`src/pwm_pkg.sv`:
```
// Package for the PWM period/duty generator: register map, field layouts,
// reset values, output modes and generator states.
// Assumes a 32-bit APB register bus with byte addresses and 8-bit registers.
package pwm_pkg;

  // ==========================================================================
  // Register byte offsets
  localparam logic [7:0] OFF_CTRL      = 8'h00;
  localparam logic [7:0] OFF_DUTY_HI   = 8'h04;
  localparam logic [7:0] OFF_PERIOD    = 8'h08;
  localparam logic [7:0] OFF_COUNT     = 8'h0C;
  localparam logic [7:0] OFF_TCFG      = 8'h10;
  localparam logic [7:0] OFF_DUTY_WORK = 8'h14;
  localparam logic [7:0] OFF_STATUS    = 8'h18;
  localparam logic [7:0] OFF_RELOC     = 8'h1C;
  localparam logic [7:0] OFF_SHUTDN    = 8'h20;
  localparam logic [7:0] OFF_STEER     = 8'h24;
  localparam logic [7:0] OFF_DEADBAND  = 8'h28;
  localparam logic [7:0] OFF_PINDIR    = 8'h2C;

  // ==========================================================================
  // Reset values
  localparam logic [7:0] CTRL_RST   = 8'h00;
  localparam logic [7:0] DUTY_RST   = 8'h00;
  localparam logic [7:0] PERIOD_RST = 8'hFF;
  localparam logic [7:0] TCFG_RST   = 8'h00;
  localparam logic [7:0] STEER_RST  = 8'h01;
  localparam logic [7:0] ZERO8      = 8'h00;
  localparam logic [3:0] PINDIR_RST = 4'hF;

  // ==========================================================================
  // Field positions and codes
  localparam int         STAT_FLAG_BIT = 0;
  localparam int         STAT_RUN_BIT  = 1;
  localparam int         STAT_SLEEP_BIT = 2;
  localparam int         RELOC_THIRD_BIT  = 0;
  localparam int         RELOC_FOURTH_BIT = 1;
  localparam logic [1:0] FUNC_PWM     = 2'h3;
  localparam logic [1:0] PS_DIV1      = 2'h0;
  localparam logic [1:0] PS_DIV4      = 2'h1;
  localparam logic [5:0] LAST_DIV1    = 6'h03;
  localparam logic [5:0] LAST_DIV4    = 6'h0F;
  localparam logic [5:0] LAST_DIV16   = 6'h3F;
  localparam logic [3:0] OWN_HALF     = 4'h3;
  localparam logic [3:0] OWN_FULL     = 4'hF;

  // Output mode field encodings.
  typedef enum logic [1:0] {
    MODE_SINGLE   = 2'b00,
    MODE_FULL_FWD = 2'b01,
    MODE_HALF     = 2'b10,
    MODE_FULL_REV = 2'b11
  } mode_t;

  // Generator start-up states.
  typedef enum logic [1:0] {
    GEN_OFF   = 2'b00,
    GEN_ARMED = 2'b01,
    GEN_RUN   = 2'b10
  } gen_state_t;

  // Control register layout.
  typedef struct packed {
    mode_t      output_mode_field;
    logic [1:0] duty_low_bits;
    logic [3:0] function_select_field;
  } ctrl_t;

  // Timer configuration register layout.
  typedef struct packed {
    logic       spare;
    logic [3:0] postscale_field;
    logic       timer_run_bit;
    logic [1:0] prescale_field;
  } tcfg_t;

endpackage

```
`src/pwm_period_duty_generator.sv`:
```
// Enhanced PWM generator with its own 8-bit period timer, prescaler,
// postscaled match flag, double-buffered 10-bit duty and four output pins.
// Assumes an APB master on pclk and an asynchronous sleep request pin.
//
// Notes on behaviour
// - In sleep the timer and module state freeze; pins keep their level.
// - After sleep the timer resumes from its held count.
// - The time base runs from the system clock, so frequency scales with it.
// - Reset makes all pins inputs and loads register reset values.
// - Prescaler offers divide by 1, 4 and 16 only.
// - Third and fourth outputs can move to alternate pins.
// - Enhanced mode drives up to four pins with ten-bit duty.
// - Four output modes chosen by the output mode field.
// - Pin polarity chosen by the function select field.
// - Writing zero to the control register releases all pins.
// - After enabling, output waits for a new period to begin.
// - Pins unused by the mode stay free for other functions.
// - Shutdown, restart, dead-band and steering registers exist.
// - Period match clears timer, sets output unless duty is zero, latches buffered duty.
// - Ten-bit duty: high byte plus two control bits, used next period.
// - Output clears when ten-bit time base equals latched duty.
module pwm_period_duty_generator (
  input  wire logic        pclk,         // System clock.
  input  wire logic        presetn,      // Asynchronous reset, active low.
  input  wire logic [7:0]  paddr,        // APB byte address.
  input  wire logic        psel,         // APB select.
  input  wire logic        penable,      // APB access phase.
  input  wire logic        pwrite,       // APB direction, high for write.
  input  wire logic [31:0] pwdata,       // APB write data.
  input  wire logic [3:0]  pstrb,        // APB byte strobes.
  output logic      [31:0] prdata,       // APB read data.
  output logic             pready,       // APB ready.
  output logic             pslverr,      // APB error on unmapped address.
  input  wire logic        sleep_req,    // Device sleep request pin.
  output logic      [3:0]  pin_out,      // First..fourth output levels.
  output logic      [3:0]  pin_oe,       // First..fourth output enables.
  output logic      [1:0]  alt_out,      // Alternate third, fourth levels.
  output logic      [1:0]  alt_oe        // Alternate third, fourth enables.
);

  // ==========================================================================
  // Register state
  // Bus-visible registers come first, internal timing state after them.
  pwm_pkg::ctrl_t     ctrl_r;
  pwm_pkg::tcfg_t     tcfg_r;
  logic [7:0]         duty_hi_r;
  logic [7:0]         period_r;
  logic [7:0]         count_r;
  logic [7:0]         reloc_r;
  logic [7:0]         shutdn_r;
  logic [7:0]         steer_r;
  logic [7:0]         deadband_r;
  logic [3:0]         pindir_r;
  logic [9:0]         duty_work_r;
  logic               flag_r;
  logic [3:0]         post_r;
  logic [5:0]         presc_r;
  logic               pwm_q_r;
  pwm_pkg::gen_state_t gen_r;
  logic               sleep_meta_r;
  logic               sleep_r;
  logic [31:0]        prdata_r;
  logic               pready_r;
  logic               pslverr_r;
  logic [3:0]         pin_out_r;
  logic [3:0]         pin_oe_r;
  logic [1:0]         alt_out_r;
  logic [1:0]         alt_oe_r;

  // ==========================================================================
  // Sleep request synchroniser
  // The pin is asynchronous, so only the second flop is used by logic.
  always_ff @(posedge pclk or negedge presetn) begin
    if (!presetn) begin
      sleep_meta_r <= 1'b0;
      sleep_r      <= 1'b0;
    end else begin
      sleep_meta_r <= sleep_req;
      sleep_r      <= sleep_meta_r;
    end
  end

  // ==========================================================================
  // APB slave
  logic       access;
  logic       wr_en;
  logic       mapped;
  logic [7:0] wbyte;

  // A write takes effect at the edge where pready is seen high.
  assign access = psel & penable;
  assign wr_en  = access & pwrite & pready_r & pstrb[0];
  assign wbyte  = pwdata[7:0];

  // Address decode for the mapped words.
  always_comb begin
    case (paddr)
      pwm_pkg::OFF_CTRL, pwm_pkg::OFF_DUTY_HI, pwm_pkg::OFF_PERIOD,
      pwm_pkg::OFF_COUNT, pwm_pkg::OFF_TCFG, pwm_pkg::OFF_DUTY_WORK,
      pwm_pkg::OFF_STATUS, pwm_pkg::OFF_RELOC, pwm_pkg::OFF_SHUTDN,
      pwm_pkg::OFF_STEER, pwm_pkg::OFF_DEADBAND,
      pwm_pkg::OFF_PINDIR: mapped = 1'b1;
      default:             mapped = 1'b0;
    endcase
  end

  // One wait state: data and ready are registered so outputs come from flops.
  always_ff @(posedge pclk or negedge presetn) begin
    if (!presetn) begin
      pready_r  <= 1'b0;
      pslverr_r <= 1'b0;
      prdata_r  <= 32'h0000_0000;
    end else begin
      pready_r  <= access & ~pready_r;
      pslverr_r <= access & ~pready_r & ~mapped;
      prdata_r  <= 32'h0000_0000;
      if (access && !pready_r && !pwrite) begin
        case (paddr)
          pwm_pkg::OFF_CTRL:      prdata_r[7:0] <= ctrl_r;
          pwm_pkg::OFF_DUTY_HI:   prdata_r[7:0] <= duty_hi_r;
          pwm_pkg::OFF_PERIOD:    prdata_r[7:0] <= period_r;
          pwm_pkg::OFF_COUNT:     prdata_r[7:0] <= count_r;
          pwm_pkg::OFF_TCFG:      prdata_r[7:0] <= tcfg_r;
          pwm_pkg::OFF_DUTY_WORK: prdata_r[9:0] <= duty_work_r;
          pwm_pkg::OFF_STATUS: begin
            prdata_r[pwm_pkg::STAT_FLAG_BIT]  <= flag_r;
            prdata_r[pwm_pkg::STAT_RUN_BIT]   <= (gen_r == pwm_pkg::GEN_RUN);
            prdata_r[pwm_pkg::STAT_SLEEP_BIT] <= sleep_r;
          end
          pwm_pkg::OFF_RELOC:     prdata_r[7:0] <= reloc_r;
          pwm_pkg::OFF_SHUTDN:    prdata_r[7:0] <= shutdn_r;
          pwm_pkg::OFF_STEER:     prdata_r[7:0] <= steer_r;
          pwm_pkg::OFF_DEADBAND:  prdata_r[7:0] <= deadband_r;
          pwm_pkg::OFF_PINDIR:    prdata_r[3:0] <= pindir_r;
          default:                prdata_r      <= 32'h0000_0000;
        endcase
      end
    end
  end

  assign prdata  = prdata_r;
  assign pready  = pready_r;
  assign pslverr = pslverr_r;

  // ==========================================================================
  // Software-only configuration registers
  // Shutdown, restart, dead-band and steering settings are held here; only
  // steering acts on the pins in this block.
  always_ff @(posedge pclk or negedge presetn) begin
    if (!presetn) begin
      ctrl_r     <= pwm_pkg::ctrl_t'(pwm_pkg::CTRL_RST);
      duty_hi_r  <= pwm_pkg::DUTY_RST;
      period_r   <= pwm_pkg::PERIOD_RST;
      tcfg_r     <= pwm_pkg::tcfg_t'(pwm_pkg::TCFG_RST);
      reloc_r    <= pwm_pkg::ZERO8;
      shutdn_r   <= pwm_pkg::ZERO8;
      steer_r    <= pwm_pkg::STEER_RST;
      deadband_r <= pwm_pkg::ZERO8;
      pindir_r   <= pwm_pkg::PINDIR_RST;
    end else if (wr_en) begin
      case (paddr)
        pwm_pkg::OFF_CTRL:     ctrl_r     <= pwm_pkg::ctrl_t'(wbyte);
        pwm_pkg::OFF_DUTY_HI:  duty_hi_r  <= wbyte;
        pwm_pkg::OFF_PERIOD:   period_r   <= wbyte;
        pwm_pkg::OFF_TCFG:     tcfg_r     <= pwm_pkg::tcfg_t'(wbyte);
        pwm_pkg::OFF_RELOC:    reloc_r    <= wbyte;
        pwm_pkg::OFF_SHUTDN:   shutdn_r   <= wbyte;
        pwm_pkg::OFF_STEER:    steer_r    <= wbyte;
        pwm_pkg::OFF_DEADBAND: deadband_r <= wbyte;
        pwm_pkg::OFF_PINDIR:   pindir_r   <= wbyte[3:0];
        default: begin
        end
      endcase
    end
  end

  // ==========================================================================
  // Prescaler and time base
  logic [5:0] last;
  logic [1:0] low2;
  logic       tick;
  logic       period_end;
  logic       pwm_mode;
  logic [9:0] duty_buf;
  // Step strobe and look-ahead value of the ten-bit time base.
  logic       step;
  logic       advance;
  logic [9:0] tb_next;

  // Only three divide ratios exist; both upper codes mean divide by 16.
  always_comb begin
    case (tcfg_r.prescale_field)
      pwm_pkg::PS_DIV1: begin
        last = pwm_pkg::LAST_DIV1;
        low2 = presc_r[1:0];
        step = 1'b1;
      end
      pwm_pkg::PS_DIV4: begin
        last = pwm_pkg::LAST_DIV4;
        low2 = presc_r[3:2];
        step = (presc_r[1:0] == 2'b11);
      end
      default: begin
        last = pwm_pkg::LAST_DIV16;
        low2 = presc_r[5:4];
        step = (presc_r[3:0] == 4'hF);
      end
    endcase
  end

  // The timer advances once per four system clocks times the ratio.
  assign tick       = tcfg_r.timer_run_bit & ~sleep_r & (presc_r == last);
  assign period_end = tick & (count_r == period_r);
  assign pwm_mode   = (ctrl_r.function_select_field[3:2] == pwm_pkg::FUNC_PWM);
  assign duty_buf   = {duty_hi_r, ctrl_r.duty_low_bits};
  // The step strobe marks the clock on which the time base low bits move on.
  // The duty compare looks one step ahead, so the registered level falls
  // on the very edge where the time base reaches the duty value.
  assign advance    = tcfg_r.timer_run_bit & ~sleep_r & step;
  assign tb_next    = {count_r, low2} + 10'h001;

  // Prescaler counts system clocks and holds in sleep or when stopped.
  always_ff @(posedge pclk or negedge presetn) begin
    if (!presetn) begin
      presc_r <= 6'h00;
    end else if (tcfg_r.timer_run_bit && !sleep_r) begin
      presc_r <= tick ? 6'h00 : presc_r + 6'h01;
    end
  end

  // Period timer: a bus write wins over counting; the count is held in
  // sleep so it resumes where it stopped.
  always_ff @(posedge pclk or negedge presetn) begin
    if (!presetn) begin
      count_r <= pwm_pkg::ZERO8;
    end else if (wr_en && paddr == pwm_pkg::OFF_COUNT) begin
      count_r <= wbyte;
    end else if (period_end) begin
      count_r <= pwm_pkg::ZERO8;
    end else if (tick) begin
      count_r <= count_r + 8'h01;
    end
  end

  // Postscaled match flag; a hardware set in the same cycle as a clear wins.
  always_ff @(posedge pclk or negedge presetn) begin
    if (!presetn) begin
      post_r <= 4'h0;
      flag_r <= 1'b0;
    end else begin
      if (period_end) begin
        post_r <= (post_r == tcfg_r.postscale_field) ? 4'h0 : post_r + 4'h1;
      end
      if (period_end && post_r == tcfg_r.postscale_field) begin
        flag_r <= 1'b1;
      end else if (wr_en && paddr == pwm_pkg::OFF_STATUS && wbyte[pwm_pkg::STAT_FLAG_BIT]) begin
        flag_r <= 1'b0;
      end
    end
  end

  // ==========================================================================
  // Duty latch and modulated level
  // Double buffering keeps the waveform glitch free while software writes.
  always_ff @(posedge pclk or negedge presetn) begin
    if (!presetn) begin
      duty_work_r <= 10'h000;
      pwm_q_r     <= 1'b0;
    end else if (period_end) begin
      duty_work_r <= duty_buf;
      pwm_q_r     <= (duty_buf != 10'h000);
    end else if (advance && tb_next == duty_work_r) begin
      // Comparing the present value instead would stretch each pulse by a clock.
      pwm_q_r     <= 1'b0;
    end
  end

  // Start-up: arm on entering PWM, run only from the next period start.
  always_ff @(posedge pclk or negedge presetn) begin
    if (!presetn) begin
      gen_r <= pwm_pkg::GEN_OFF;
    end else if (!pwm_mode) begin
      gen_r <= pwm_pkg::GEN_OFF;
    end else begin
      case (gen_r)
        pwm_pkg::GEN_OFF:   gen_r <= pwm_pkg::GEN_ARMED;
        pwm_pkg::GEN_ARMED: if (period_end) begin
          gen_r <= pwm_pkg::GEN_RUN;
        end
        pwm_pkg::GEN_RUN:   gen_r <= pwm_pkg::GEN_RUN;
        default:            gen_r <= pwm_pkg::GEN_OFF;
      endcase
    end
  end

  // ==========================================================================
  // Output steering, polarity and pin ownership
  logic       running;
  logic       act_ac;
  logic       act_bd;
  logic [3:0] raw;
  logic [3:0] own;
  logic [3:0] lvl;
  logic       reloc_c;
  logic       reloc_d;

  assign running = (gen_r == pwm_pkg::GEN_RUN);
  assign act_ac  = ~ctrl_r.function_select_field[1];
  assign act_bd  = ~ctrl_r.function_select_field[0];
  assign reloc_c = reloc_r[pwm_pkg::RELOC_THIRD_BIT];
  assign reloc_d = reloc_r[pwm_pkg::RELOC_FOURTH_BIT];

  // Active-high levels per mode; before the first period all are inactive.
  always_comb begin
    raw = 4'h0;
    own = 4'h0;
    case (ctrl_r.output_mode_field)
      pwm_pkg::MODE_SINGLE: begin
        raw = {4{running & pwm_q_r}};
        own = steer_r[3:0];
      end
      pwm_pkg::MODE_HALF: begin
        raw = {2'b00, running & ~pwm_q_r, running & pwm_q_r};
        own = pwm_pkg::OWN_HALF;
      end
      pwm_pkg::MODE_FULL_FWD: begin
        raw = {running & pwm_q_r, 2'b00, running};
        own = pwm_pkg::OWN_FULL;
      end
      pwm_pkg::MODE_FULL_REV: begin
        raw = {1'b0, running, running & pwm_q_r, 1'b0};
        own = pwm_pkg::OWN_FULL;
      end
      default: begin
        raw = 4'h0;
        own = 4'h0;
      end
    endcase
    // A cleared control register or another function owns no pin.
    if (!pwm_mode) begin
      own = 4'h0;
    end
  end

  // Inactive level is the opposite of the active level of each pair.
  assign lvl = {raw[3] ^ ~act_bd, raw[2] ^ ~act_ac, raw[1] ^ ~act_bd, raw[0] ^ ~act_ac};

  // Pins are registered and frozen during sleep, so each keeps its level.
  // A pin drives only while owned and its direction bit is cleared.
  always_ff @(posedge pclk or negedge presetn) begin
    if (!presetn) begin
      pin_out_r <= 4'h0;
      pin_oe_r  <= 4'h0;
      alt_out_r <= 2'h0;
      alt_oe_r  <= 2'h0;
    end else if (!sleep_r) begin
      pin_out_r <= lvl;
      pin_oe_r  <= own & ~pindir_r & {~reloc_d, ~reloc_c, 2'b11};
      alt_out_r <= lvl[3:2];
      alt_oe_r  <= own[3:2] & ~pindir_r[3:2] & {reloc_d, reloc_c};
    end
  end

  assign pin_out = pin_out_r;
  assign pin_oe  = pin_oe_r;
  assign alt_out = alt_out_r;
  assign alt_oe  = alt_oe_r;

endmodule

```
`config.mk`:
```
export PLATFORM = sky130hd
export DESIGN_NAME = pwm_period_duty_generator
export DESIGN_NICKNAME = d
export VERILOG_FILES = /design/src/pwm_pkg.sv /design/src/pwm_period_duty_generator.sv
export SDC_FILE = /design/constraint.sdc
export NUM_CORES = 1
export LEC_CHECK = 0
export ABC_AREA = 1
export BUFFER_PORTS_ARGS = -buffer_cell sky130_fd_sc_hd__buf_2
export CORE_MARGIN = 2
export CORE_UTILIZATION = 51
export DETAILED_ROUTE_END_ITERATION = 7
export GPL_TIMING_DRIVEN = 0
export PLACE_DENSITY = 0.76
export SYNTH_ARGS = -nofsm -noshare
export SYNTH_HDL_FRONTEND = slang
export SYNTH_SLANG_ARGS = --single-unit
export TNS_END_PERCENT = 10
```
`constraint.sdc`:
```
create_clock -name pclk -period 4.4 [get_ports pclk]
set_input_delay 0.22 -clock pclk [delete_from_list [all_inputs] [get_ports pclk]]
set_output_delay 0.22 -clock pclk [all_outputs]
set_load 0.05 [all_outputs]
```
* Yosys cells after proc, flatten, opt, wreduce, memory -nomap -nowiden *
Cells that the tools add are included.

cells by class
  $add $sub $neg = 4
  equal/unequal tests = 25
  multiplexer cells = 24
  bitwise logic cells = 28
  reduce and logical (&&, ||, !) cells = 30

operator list
  cell                                            count
  case mux 4 bit (10 select lines)                1
  case mux 3 bit (12 select lines)                1
  == test 8 x 5 -> 1 bit (second input constant)  4
  == test 8 x 6 -> 1 bit (second input constant)  4
  2-to-1 mux 8 bit                                3
  AND reduction 2 bit                             9
  == test 8 x 4 -> 1 bit (second input constant)  2
  case mux 4 bit (4 select lines)                 1
  AND 1 bit                                       12
  case mux 4 bit (3 select lines)                 1
  case mux 6 bit (2 select lines)                 1
  OR reduction 12 bit                             1
  case mux 1 bit (11 select lines)                1
  adder 10 x 1 -> 10 bit (second input constant)  1
  == test 10 bit                                  1
  == test 2 bit (second input constant)           5
  2-to-1 mux 10 bit                               1
  nonzero test 10 bit                             1
  adder 8 x 1 -> 8 bit (second input constant)    1
  AND 4 bit                                       2
  == test 8 x 3 -> 1 bit (second input constant)  1
  == test 8 bit                                   1
  logical AND 1 bit                               8
  logical NOT 8 bit                               1
  other kinds (24)                                47

word-level totals
  register bits = 148
  bits of input ports = 50
  output and inout bits = 46
  word-level logic and storage cells = 141

* Longest topological paths before layout *
Gate-level depths: netlist of the first run.

  depth in word-level cells = 8
  depth in mapped cells = 17
  depth with buffers taken out = 17

* Worst setup path before layout of the first run *
OpenSTA, ideal clock, no wires.

  path type = register -> register
  start = reg tcfg_r[0] (netlist bit)
  end = reg pwm_q_r
  library setup time = 116 ps
  arrival = 1703 ps
  data required time = 4284 ps
  path slack = 2580 ps
  cell stages (with the launch flop) = 16
  buffers on the path = 0
  clock period less this slack = 1820 ps
  cells stage by stage = dfrtp_1 > nor2_2 > nand2_1 > nand3_1 > ha_1 > nand2_1 > inv_1 > nand2_1 > nand3_1 > nand2_1 > nor2_1 > nand3_1 > nor2_1 > nand4_1 > nand2_1 > nand2_1

between the ends
  cells in the longest elaborated chain, start to end = 6
  elaborated cells between the ends (all ways) = 14
  classes of those cells = 1 x add/sub; 3 x eq/ne; 4 x mux; 3 x bitwise; 3 x reduce/logical

ends and longest elaborated chain
  item                                                                                line                                                                source
  start: declaration                                                                  pwm_period_duty_generator.sv:45                                     pwm_pkg::tcfg_t tcfg_r;
  start signal: assignment                                                            pwm_period_duty_generator.sv:154                                    tcfg_r <= pwm_pkg::tcfg_t'(pwm_pkg::TCFG_RST);
  start signal: assignment                                                            pwm_period_duty_generator.sv:165                                    pwm_pkg::OFF_TCFG: tcfg_r <= pwm_pkg::tcfg_t'(wbyte);
  == test 2 x 1 -> 1 bit or logical NOT 2 bit (tied branches)                         pwm_period_duty_generator.sv:192                                    case (tcfg_r.prescale_field)
  case mux 2 bit (2 select lines) or case mux 6 bit (2 select lines) (tied branches)  pwm_period_duty_generator.sv:192
  adder 10 x 1 -> 10 bit or == test 6 bit (tied branches)                             pwm_period_duty_generator.sv:220, pwm_period_duty_generator.sv:212
  == test 10 bit or AND 1 bit (tied branches)                                         pwm_period_duty_generator.sv:272, pwm_period_duty_generator.sv:212
  logical AND 1 bit or AND 1 bit (tied branches)                                      pwm_period_duty_generator.sv:272, pwm_period_duty_generator.sv:213
  nonzero test 2 bit (no source line) or 2-to-1 mux 1 bit (tied branches)             n/a
  end signal: assignment                                                              pwm_period_duty_generator.sv:271                                    pwm_q_r <= (duty_buf != 10'h000);
  end: declaration                                                                    pwm_period_duty_generator.sv:58                                     logic pwm_q_r;

Parallel ways exist; a longest one is shown, timed or not.
A chain may end at the register's enable or synchronous reset.

* Worst setup path in the final report of the first run *
  start = reg tcfg_r[1] (netlist bit)
  end = reg pwm_q_r

Same word-level chain as after synthesis.

==> key figures, run 1 <==
Run status
  – Outcome: complete, no violations

STA
  – Fmax: roughly 0.43 GHz
  – Slew @ Worst Pin: slightly above 600 ps
  – Setup ws final: around 2100 ps
  – Final hold violations: 0
  – Final setup fails: 0
  – RSZ-0062 raised after global routing: no
  – Min cycle time layout: about 2300 ps
  – Max transition margin: 0.5951
  – Setup_tns: 0 ps
  – Fin crit share: 0.5250
  – Final Max Tran Viols: 0
  – Skew final: approximately 7.4 ps

Route
  – Post-Route WL: between 15000 and 20000 um
  – Post-route antenna net violation count: 0
  – Residual DRC: 0
  – Vias: 5813
  – WL/cell: about 16 um
  – Vias/cell: about 5.3
  – DR pass1 iterations: 7
  – DRT iter0 DRCs: 676

Global route
  – Gr ovfl total: 0
  – Vias in the first global route: ~5300
  – Largest net degree at the start of global routing: 95
  – All-layer global routing usage: 0.2644
  – Initial antenna violation count: 0
  – First-pass GRT wire length: approximately 27000 um

Die
  – Chip Width: between 100 and 150 um
  – Site row count: 41
  – Die height: around 120 um
  – Core Region: approximately 13000 sq um
  – Initial cell density of the core: 0.5195
  – Top-level I/O count: 96
  – Area of the die: 13670 sq um

Placed design
  – Number of port buffers: 46
  – Gpl congestion: 0.9563
  – Place WS: around 2200 ps
  – Detail Placement HPWL: between 10000 and 15000 um
  – Placement Cell Area: ~7100 sq um

Synthesis
  – Post-synth design cell area: between 6000 and 7000 sq um
  – Synth Register Bits: ~120
  – Seq/Total Area, Yosys: 0.4797
  – Unique masters post-synth: roughly 40
  – Syn Inst Count: about 800
  – Async set-reset flop share out of synthesis: 1.000
  – List of most frequent post-synthesis cells: nand2_1, dfrtp_1, inv_1, o21ai_0, nor2_1
  – Top cells by area, synth: dfrtp_1, nand2_1, dfstp_2
  – Most common cell in the synthesized netlist: nand2_1
  – Post-synth top area share: 0.4272
  – Most common flop cell mapped by yosys: dfrtp_1
  – Post-synth EDFFs: 0
  – Synth Area per Inst: between 7 and 8 sq um
  – Yosys warnings: 0
  – Synth area leader: dfrtp_1

Clocking
  – Clock net sink count: 124
  – Clk_lat worst skew: ~430 ps
  – Num CTS Buffers: 17
  – Clock-pin slew on the worst setup and hold paths: 60 ps
  – CTS root buf: clkbuf_16
  – CTS tree: built
  – Htree depth: 4
  – Clk buf depth: 2

Pwr
  – Maximum VDD drop: about 0.00027 V
  – Power Density: approximately 340 nW/um^2
  – Leak: 3.720 nW
  – Total power: around 0.0026 W

Finish
  – Share of layout cells above drive strength 1: 0.1609
  – Final net count: 970
  – Ant diodes: 0
  – Reg area: ~3100 sq um
  – Multi-input logic area: 2834 sq um
  – P&R area growth vs syn: 17.26%
  – Fillcell total: about 1100
  – Post-route cell area: around 7600 sq um

Worst setup path
  – Data arrival time of the worst path: approximately 2600 ps
  – Worst-path fanout max: 6
  – Sequence of cells on the critical path: inv_1, nand3_1, nand3_1, ha_1, inv_1, nand2_1, nand3_1, nor2_1, nand2_1, nor2_1, nand3_1, nor2_1, nand4_1, nand2_1, nand2_1
  – Slowest cell on the critical path: dfrtp_1
  – Cell depth of the worst flop-to-flop path: 15
  – CP Data Required Time: between 4000 and 5000 ps
  – Crit path capture type: register
  – Startpoint types: register
  – Crit Path Class: reg2reg
  – CP max stage delay: roughly 450 ps

Run
  – Max cap viols: 0

Worst hold path
  – Hold depth: 3
  – Worst hold path class: in2reg
layout by cell type, fill, tap and decap left out, types with 15 or more instances in the layout:
cell,count
buf_2,49
o21ai_1,41
clkbuf_16,17
buf_4,24
inv_1,79
nand2_1,249
dfrtp_1,111
clkbuf_1,16
a21oi_1,16
nand3_1,38
nor2_1,43
conb_1,22
xor2_1,22
inv_2,15
o21ai_0,65
per-layer routing:
metal / GRT usage / up-vias / share of wire
met4: 0.1098 / 0 / 0.026
met2: 0.4239 / 263 / 0.47
met3: 0.05510 / 42 / 0.076
met1: 0.3519 / 2697 / 0.43
met5: 0 / - / 0
li1: - / 2811 / -
registers in the layout (all words and copies together) (netlist names), 2 cells and up:
register     count
alt_oe           2
count_r          8
ctrl_r           8
deadband_r       8
duty_hi_r        8
duty_work_r     10
gen_r            2
period_r         8
pin_oe           4
pin_out          4
pindir_r         4
post_r           4
prdata          10
presc_r          6
reloc_r          8
shutdn_r         8
steer_r          8
tcfg_r           8
area by class of cell:
| type | instances | area share |
|---|---|---|
| timing repair buffer | 49 | 0.03725 |
| multi-input combinational | 581 | 0.3717 |
| sequential | 124 | 0.4091 |
| clock buffer | 19 | 0.05809 |
| clock inverter | 13 | 0.01329 |
| tap | 172 | 0.02822 |
| inverter | 95 | 0.04677 |
| buffer | 45 | 0.03561 |
final timing paths:
kind                         startpoint           to  slack [ps]
hold reg to reg            sleep_meta_r      sleep_r         360
setup / recovery              tcfg_r[1]      pwm_q_r        2090
hold / removal                pwdata[3]   count_r[3]          40
max in group asynchronous       presetn  pindir_r[1]        3410
min in group asynchronous       presetn   steer_r[7]         230
setup reg to reg              tcfg_r[1]      pwm_q_r        2090
metrics by stage:
stage               cells    util  hold slack (ps)
CTS                  1098  0.6092            31.94
global route         1098  0.6092            48.78
global placement     1063  0.5614            335.2
finish               1098  0.6092            37.10
floorplan             845       -           -75.59
detailed placement   1064  0.5641            115.1
critical path: cells and delay by family, from the launching register on:
family | cells | cell delay (ps)
flops | 1 | 450
fa+ha+maj | 1 | 390
buf+inv | 2 | 180
simple gates | 12 | 1200
timing repair:
item / in CTS / in global routing
buffers inserted: 0 / 0
hold buffers: 2 / 0
resized for setup: 0 / 0
hold endpoints to repair: 31 / 0
logic make-up after synthesis:
group	after synthesis	synth area share
AO/OA/AOI/OAI	160	0.1376
other	1	0.0005767
flip-flops	124	0.4797
buffers and inverters	140	0.09659
adder cells (fa/ha/maj)	7	0.01347
XOR/XNOR	32	0.04310
AND/OR/NAND/NOR	360	0.2290
where the power goes:
| group | switching (W) | total [W] | internal (W) |
|---|---|---|---|
| clock network | 0.000504 | 0.00128 | 0.000780 |
| logic | 0.000113 | 0.000146 | 0.0000334 |
| registers | 0.00000282 | 0.00115 | 0.00115 |
| total | 0.000620 | 0.00258 | 0.00196 |
No activity file was read; power rests on OpenSTA's default activity.
==> run 2, diff against run 1 <==
--- a/config.mk
+++ b/config.mk
@@ -5,13 +5,13 @@
 export SDC_FILE = /design/constraint.sdc
 export NUM_CORES = 1
 export LEC_CHECK = 0
-export ABC_AREA = 1
+export ABC_AREA = 0
 export BUFFER_PORTS_ARGS = -buffer_cell sky130_fd_sc_hd__buf_2
 export CORE_MARGIN = 2
 export CORE_UTILIZATION = 51
 export DETAILED_ROUTE_END_ITERATION = 7
 export GPL_TIMING_DRIVEN = 0
-export PLACE_DENSITY = 0.76
+export PLACE_DENSITY = 0.75
 export SYNTH_ARGS = -nofsm -noshare
 export SYNTH_HDL_FRONTEND = slang
 export SYNTH_SLANG_ARGS = --single-unit
==> constraint.sdc (replaced) <==
create_clock -name pclk -period 2.2 [get_ports pclk]
set_input_delay 0.11 -clock pclk [delete_from_list [all_inputs] [get_ports pclk]]
set_output_delay 0.11 -clock pclk [all_outputs]
set_load 0.05 [all_outputs]
==> run 2 against run 1 <==
Effect of this change: the run now ends with negative setup slack left; clock power grew 140%; cell area grew 3.9%; clock-buffer cell count grew 2; largest cell class is now multi-input gates; register-to-register slack lost 2100 ps; total power grew 120%; combinational power grew 130%; sequential power grew 100%.
==> key figures, run 2 <==
Pwr
  – Switching Fraction: 0.2231
  – Share of power burned in registers: 0.402
  – Clock power share: 0.538
  – Leak: approximately 3.7 nW
  – Power Density: 721.5 nW/um^2
  – Net Switching: between 0.001 and 0.0015 W
  – Maximum VDD drop: 0.0006293 V
  – Internal power: between 0.004 and 0.005 W
  – Comb pwr share: 0.059

Global route
  – First-pass GRT wire length: approximately 29000 um
  – Gr ovfl total: 0
  – Vias in the first global route: roughly 5400
  – All-layer global routing usage: 0.2772
  – Largest net degree at the start of global routing: 76
  – Initial antenna violation count: 0

Route
  – Vias/cell: between 5 and 6
  – WL/cell: between 20 and 25 um
  – Vias: roughly 5500
  – Post-route antenna net violation count: 0
  – DRT iter0 DRCs: roughly 560
  – Post-Route WL: 18840 um
  – DR pass1 iterations: 8
  – Residual DRC: 0

STA
  – Slew @ Worst Pin: between 1000 and 1500 ps
  – RSZ-0062 raised after global routing: yes
  – Final setup fails: 1
  – Final hold violations: 0
  – Fmax: 0.4544 GHz
  – Fin crit share: 1.000
  – Skew final: between 7 and 8 ps
  – Min cycle time layout: around 2200 ps
  – Max transition margin: 0.2831
  – Setup ws final: -0.5123 ps
  – WHS: between 15 and 20 ps
  – Final Max Tran Viols: 0

Synthesis
  – Unique masters post-synth: 45
  – Synth Register Bits: 124
  – Yosys warnings: 0
  – Synth Area per Inst: approximately 10 sq um
  – Post-synth EDFFs: 0
  – Most common cell in the synthesized netlist: dfrtp_1
  – List of most frequent post-synthesis cells: dfrtp_1, mux2_2, nand2_1, nor2_1
  – Synth area leader: dfrtp_1
  – Most common flop cell mapped by yosys: dfrtp_1
  – Seq/Total Area, Yosys: 0.4691
  – Syn Inst Count: approximately 670
  – Post-synth design cell area: ~6600 sq um
  – Top cells by area, synth: dfrtp_1, mux2_2, dfstp_2
  – Async set-reset flop share out of synthesis: 1.000
  – Post-synth top area share: 0.4178

Run status
  – Outcome: finished with violations
  – Failing checks: negative setup slack

Worst setup path
  – Data arrival time of the worst path: 2540 ps
  – Reg2reg start: tcfg_r[0]
  – Worst-path fanout max: 9
  – Crit path from: tcfg_r[0]
  – Crit Path Class: reg2reg
  – Startpoint types: register
  – Setup slack, reg-to-reg: -0.5 ps
  – Crit path capture type: register
  – CP Data Required Time: approximately 2500 ps
  – Cell depth of the worst flop-to-flop path: 8
  – Reg-to-reg endpoint: gen_r[1]

Finish
  – Fillcell total: between 1000 and 1500
  – Final net count: 800
  – Most common cell after layout, fill and taps aside: dfrtp_1
  – Ant diodes: 0
  – Post-route cell area: between 7000 and 8000 sq um
  – Share of layout cells above drive strength 1: 0.2751
  – P&R area growth vs syn: 19.14%
  – Commonest non-fill, non-tap cells in the layout: dfrtp_1, mux2_2, nand2_1

Clocking
  – Htree depth: 4
  – Clock-pin slew on the worst setup and hold paths: about 50 ps
  – CTS tree: built
  – Clk buf depth: 2
  – Clock net sink count: 124
  – CTS root buf: clkbuf_16
  – Clk_lat worst skew: between 400 and 500 ps
  – Num CTS Buffers: 17

Placed design
  – Gpl congestion: between 0.9 and 1
  – Number of port buffers: 36
  – Placement Cell Area: approximately 7200 sq um
  – Detail Placement HPWL: approximately 13000 um

Worst hold path
  – WHS Endpoint: pready
  – Worst hold path class: in2reg
  – Hold Crit Start: penable
  – Hold depth: 3

Die
  – Site row count: between 40 and 50
  – Top-level I/O count: 96
  – Initial cell density of the core: 0.5247
  – Core Region: around 13000 sq um
  – Die height: 118.2 um
  – Chip Width: roughly 120 um
  – Area of the die: about 14000 sq um

Run
  – Max cap viols: 0
[run 2: changes by cell type in the layout (fill, tap and decap cells not counted), sizes merged, moves of 10 or more]
cell | before | now
nand3 | 38 | 23
inv | 94 | 10
a21oi | 16 | 29
o21ai | 106 | 29
a22oi | 1 | 19
nor3 | 3 | 19
nor2b | 0 | 11
mux2i | 0 | 14
mux2 | 0 | 81
clkbuf | 34 | 44
nand2 | 251 | 78
[run 2: timing repair]
| action | in CTS | in global routing |
|---|---|---|
| pin swaps | 2 | 1 |
| resized for setup | 14 | 11 |
| setup endpoints to repair | 27 | 41 |
| hold buffers | 2 | 0 |
| hold endpoints to repair | 50 | 0 |
| setup buffers | 2 | 1 |
[run 2: cells by family (layout without fill, tap and decap cells)]
kind of cell | count (synthesis) | count (layout) | share of synthesized area
multiplexers | 95 | 95 | 0.1583
adder cells (fa/ha/maj) | 7 | 7 | 0.01317
AND/OR/NAND/NOR | 223 | 223 | 0.1558
other | 1 | 22 | 0.0005640
flip-flops | 124 | 124 | 0.4691
buffers and inverters | 71 | 141 | 0.05476
AO/OA/AOI/OAI | 110 | 110 | 0.1035
XOR/XNOR | 34 | 34 | 0.04479
[run 2: worst max path at each step]
stage                                 to  slack, ps  cells past startpoint
final                           gen_r[1]       -0.5                      8
after global routing             pwm_q_r       -120                      9
after CTS                       gen_r[1]         10                      8
after detailed placement  duty_work_r[9]       -420                      6
after global placement         prdata[7]       -500                      1
after floorplan                  pwm_q_r         70                      9
[run 2: area by class of cell]
cell class	count	area (sq um)	area share
inverter	9	33.78	0.004265
timing repair buffer	42	260.3	0.03285
clock buffer	21	460.4	0.05813
clock inverter	11	188.9	0.02385
tap	172	215.2	0.02717
buffer	58	339.1	0.04281
sequential	124	3123	0.3943
multi-input combinational	491	3301	0.4167
[run 2: power groups by stage]
stage	combinational [W]	clock (W)	sequential, W
detailed placement	0.000331	0	0.00234
global route	0.000366	0.00321	0.00230
CTS	0.000337	0.00311	0.00230
floorplan	0.000204	0	0.00234
finish	0.000340	0.00308	0.00230
global placement	0.000321	0	0.00234
[run 2: stage by stage]
step                      utilization  setup slack [ps]  instances  setup TNS [ps]  total power, W
after floorplan                     -             69.27        686               0        0.002547
after global placement         0.5622            -495.9        894          -66580        0.002658
after detailed placement       0.5648            -419.5        895          -15100        0.002669
after CTS                      0.6234             9.664        930               0        0.005742
after global routing           0.6252            -117.9        928          -590.2        0.005875
final                          0.6252           -0.5123        928         -0.5123        0.005715
[run 2: critical path, cell delays in order (launching register included)]
cell and delay (ps):
dfrtp_2 440, or4_4 570, a221oi_4 300, buf_6 170
and3_1 160, buf_6 140, nand2b_4 130, nand2_1 70
a21oi_2 140
[run 2: layer usage]
| layer | up-vias | part of all wire | GRT usage |
|---|---|---|---|
| li1 | 2459 | - | - |
| met1 | 2676 | 0.41 | 0.3605 |
| met5 | - | 0 | 0 |
| met4 | 0 | 0.026 | 0.1024 |
| met2 | 285 | 0.49 | 0.4512 |
| met3 | 48 | 0.075 | 0.06564 |
==> run 3, diff against run 2 <==
--- a/config.mk
+++ b/config.mk
@@ -7,11 +7,10 @@
 export LEC_CHECK = 0
 export ABC_AREA = 0
 export BUFFER_PORTS_ARGS = -buffer_cell sky130_fd_sc_hd__buf_2
-export CORE_MARGIN = 2
-export CORE_UTILIZATION = 51
+export CORE_UTILIZATION = 50
 export DETAILED_ROUTE_END_ITERATION = 7
 export GPL_TIMING_DRIVEN = 0
-export PLACE_DENSITY = 0.75
+export PLACE_DENSITY = 0.74
 export SYNTH_ARGS = -nofsm -noshare
 export SYNTH_HDL_FRONTEND = slang
 export SYNTH_SLANG_ARGS = --single-unit
==> run 3 against run 2 <==
Effect of this change: the flow still finishes with violations (negative setup slack); clock power decreased by 12%; largest cell class unchanged; highest routed layer unchanged; sequential share of layout area increased by 0.17 points; core utilization shrank 0.77 points.
==> key figures, run 3 (synthesis results as in run 2) <==
STA
  – WHS: about 28 ps
  – Min cycle time layout: 2202 ps
  – Skew final: around 9.4 ps
  – Setup ws final: -1.985 ps
  – Fmax: 0.4541 GHz
  – RSZ-0062 raised after global routing: yes
  – Max transition margin: 0.3311
  – Final Max Tran Viols: 0
  – Final hold violations: 0
  – Slew @ Worst Pin: ~990 ps
  – Final setup fails: 1
  – Fin crit share: 1.001

Die
  – Top-level I/O count: 96
  – Initial cell density of the core: 0.5205
  – Chip Width: between 100 and 150 um
  – Area of the die: 13760 sq um
  – Die height: ~120 um
  – Core Region: about 13000 sq um
  – Site row count: between 40 and 50

Route
  – DRT iter0 DRCs: about 370
  – WL/cell: approximately 20 um
  – DR pass1 iterations: 6
  – Post-Route WL: roughly 19000 um
  – Vias/cell: ~5.8
  – Vias: ~5400
  – Residual DRC: 0
  – Metal2 WL: 9187 um
  – Highest Signal Layer: met4
  – M1 WL: 7862 um
  – Wire length on met3: 1319 um
  – Post-route antenna net violation count: 0

Clocking
  – Clock-pin slew on the worst setup and hold paths: 50 ps
  – CTS tree: built
  – Clk_lat worst skew: ~430 ps
  – Htree depth: 4
  – CTS root buf: clkbuf_16
  – Clk buf depth: 2
  – Clock net sink count: approximately 120
  – Num CTS Buffers: 17

Finish
  – P&R area growth vs syn: 18.63%
  – Ant diodes: 0
  – Commonest non-fill, non-tap cells in the layout: dfrtp_1, mux2_2, nand2_1
  – Final net count: roughly 800
  – Most common cell after layout, fill and taps aside: dfrtp_1
  – Share of layout cells above drive strength 1: 0.2816
  – Post-route cell area: roughly 7900 sq um

Placed design
  – Place WS: -353.0 ps
  – Placement Cell Area: just over 7000 sq um
  – Detail Placement HPWL: approximately 13000 um
  – Number of port buffers: 36
  – Gpl congestion: ~0.9

Global route
  – Gr ovfl total: 0
  – Initial antenna violation count: 0
  – Vias in the first global route: 5367
  – All-layer global routing usage: 0.2862
  – First-pass GRT wire length: ~30000 um
  – Largest net degree at the start of global routing: slightly below 70

Pwr
  – Leak: 3.640 nW
  – Power Density: between 600 and 700 nW/um^2
  – Maximum VDD drop: about 0.00066 V
  – Total power: around 0.0053 W

Worst hold path
  – Worst hold path class: in2reg
  – Hold depth: 4

Worst setup path
  – Crit path capture type: register
  – CP Data Required Time: about 2600 ps
  – Crit Path Class: reg2reg
  – Startpoint types: register
  – Cell depth of the worst flop-to-flop path: 8
  – Worst-path fanout max: 7
  – Data arrival time of the worst path: between 2000 and 3000 ps

Run
  – Max cap viols: 0

Run status
  – Outcome: finished with violations
  – Failing checks: negative setup slack
## run 3: changes by cell type in the layout (fill, tap and decap cells not counted), sizes merged
| cell | change |
|---|---|
| clkinvlp | +3 |
| bufinv | -4 |
| clkinv | -1 |
| buf | +4 |
| dlygate4sd3 | +2 |
## run 3: where the power goes
| group | switching, W | internal, W | leakage, nW |
|---|---|---|---|
| registers | 0.00000756 | 0.00229 | 1.63 |
| logic | 0.000255 | 0.0000855 | 1.75 |
| clock network | 0.00104 | 0.00167 | 0.268 |
| total | 0.00130 | 0.00405 | 3.64 |
## run 3: what timing repair did
item | in CTS | in global routing
setup buffers | 4 | 1
gates resized for setup | 15 | 14
pin swaps | 3 | 1
hold buffers | 4 | 0
gates cloned | 0 | 1
setup endpoints to repair | 27 | 24
endpoints found under the hold margin | 51 | 0
## run 3: final cells by class
cell class,count,area [sq um]
plain buffers,57,330.3
repair buffers,47,302.8
clock inverters,9,86.33
multi-input cells,491,3308
flip-flops and latches,124,3123
inverters,9,33.78
well taps,172,215.2
fillers,1056,4886
clock buffers,23,488.0
## run 3: path summary, 6_finish.rpt
kind                               end  slack (ps)          from
hold reg to reg                sleep_r         350  sleep_meta_r
min in group asynchronous   presc_r[3]         230       presetn
max in group asynchronous  pindir_r[2]        1230       presetn
setup reg to reg              gen_r[0]          -2     tcfg_r[0]
hold / removal               prdata[3]          30      paddr[6]
setup / recovery              gen_r[0]          -2     tcfg_r[0]
## run 3: through the flow
step	cells	utilization	TNS, ps
after detailed placement	895	0.5603	-13700
after floorplan	686	-	0
after global routing	932	0.6175	-456.1
final	932	0.6175	-1.985
after global placement	894	0.5576	-66810
after CTS	932	0.6138	0
## run 3: metal layers
metal  track usage  vias to the layer above
met5             0                        -
met1        0.3663                     2637
met4        0.1218                        0
met2        0.4567                      226
met3       0.07636                       41
li1              -                     2468
## run 3: worst max-delay path, stage by stage (launching register included)
cell and delay, ps:
dfrtp_2 440, or4_4 550, a221oi_4 290, buf_6 180
and3_4 210, buf_6 120, nand2b_4 120, nand2_1 70
a21oi_2 140
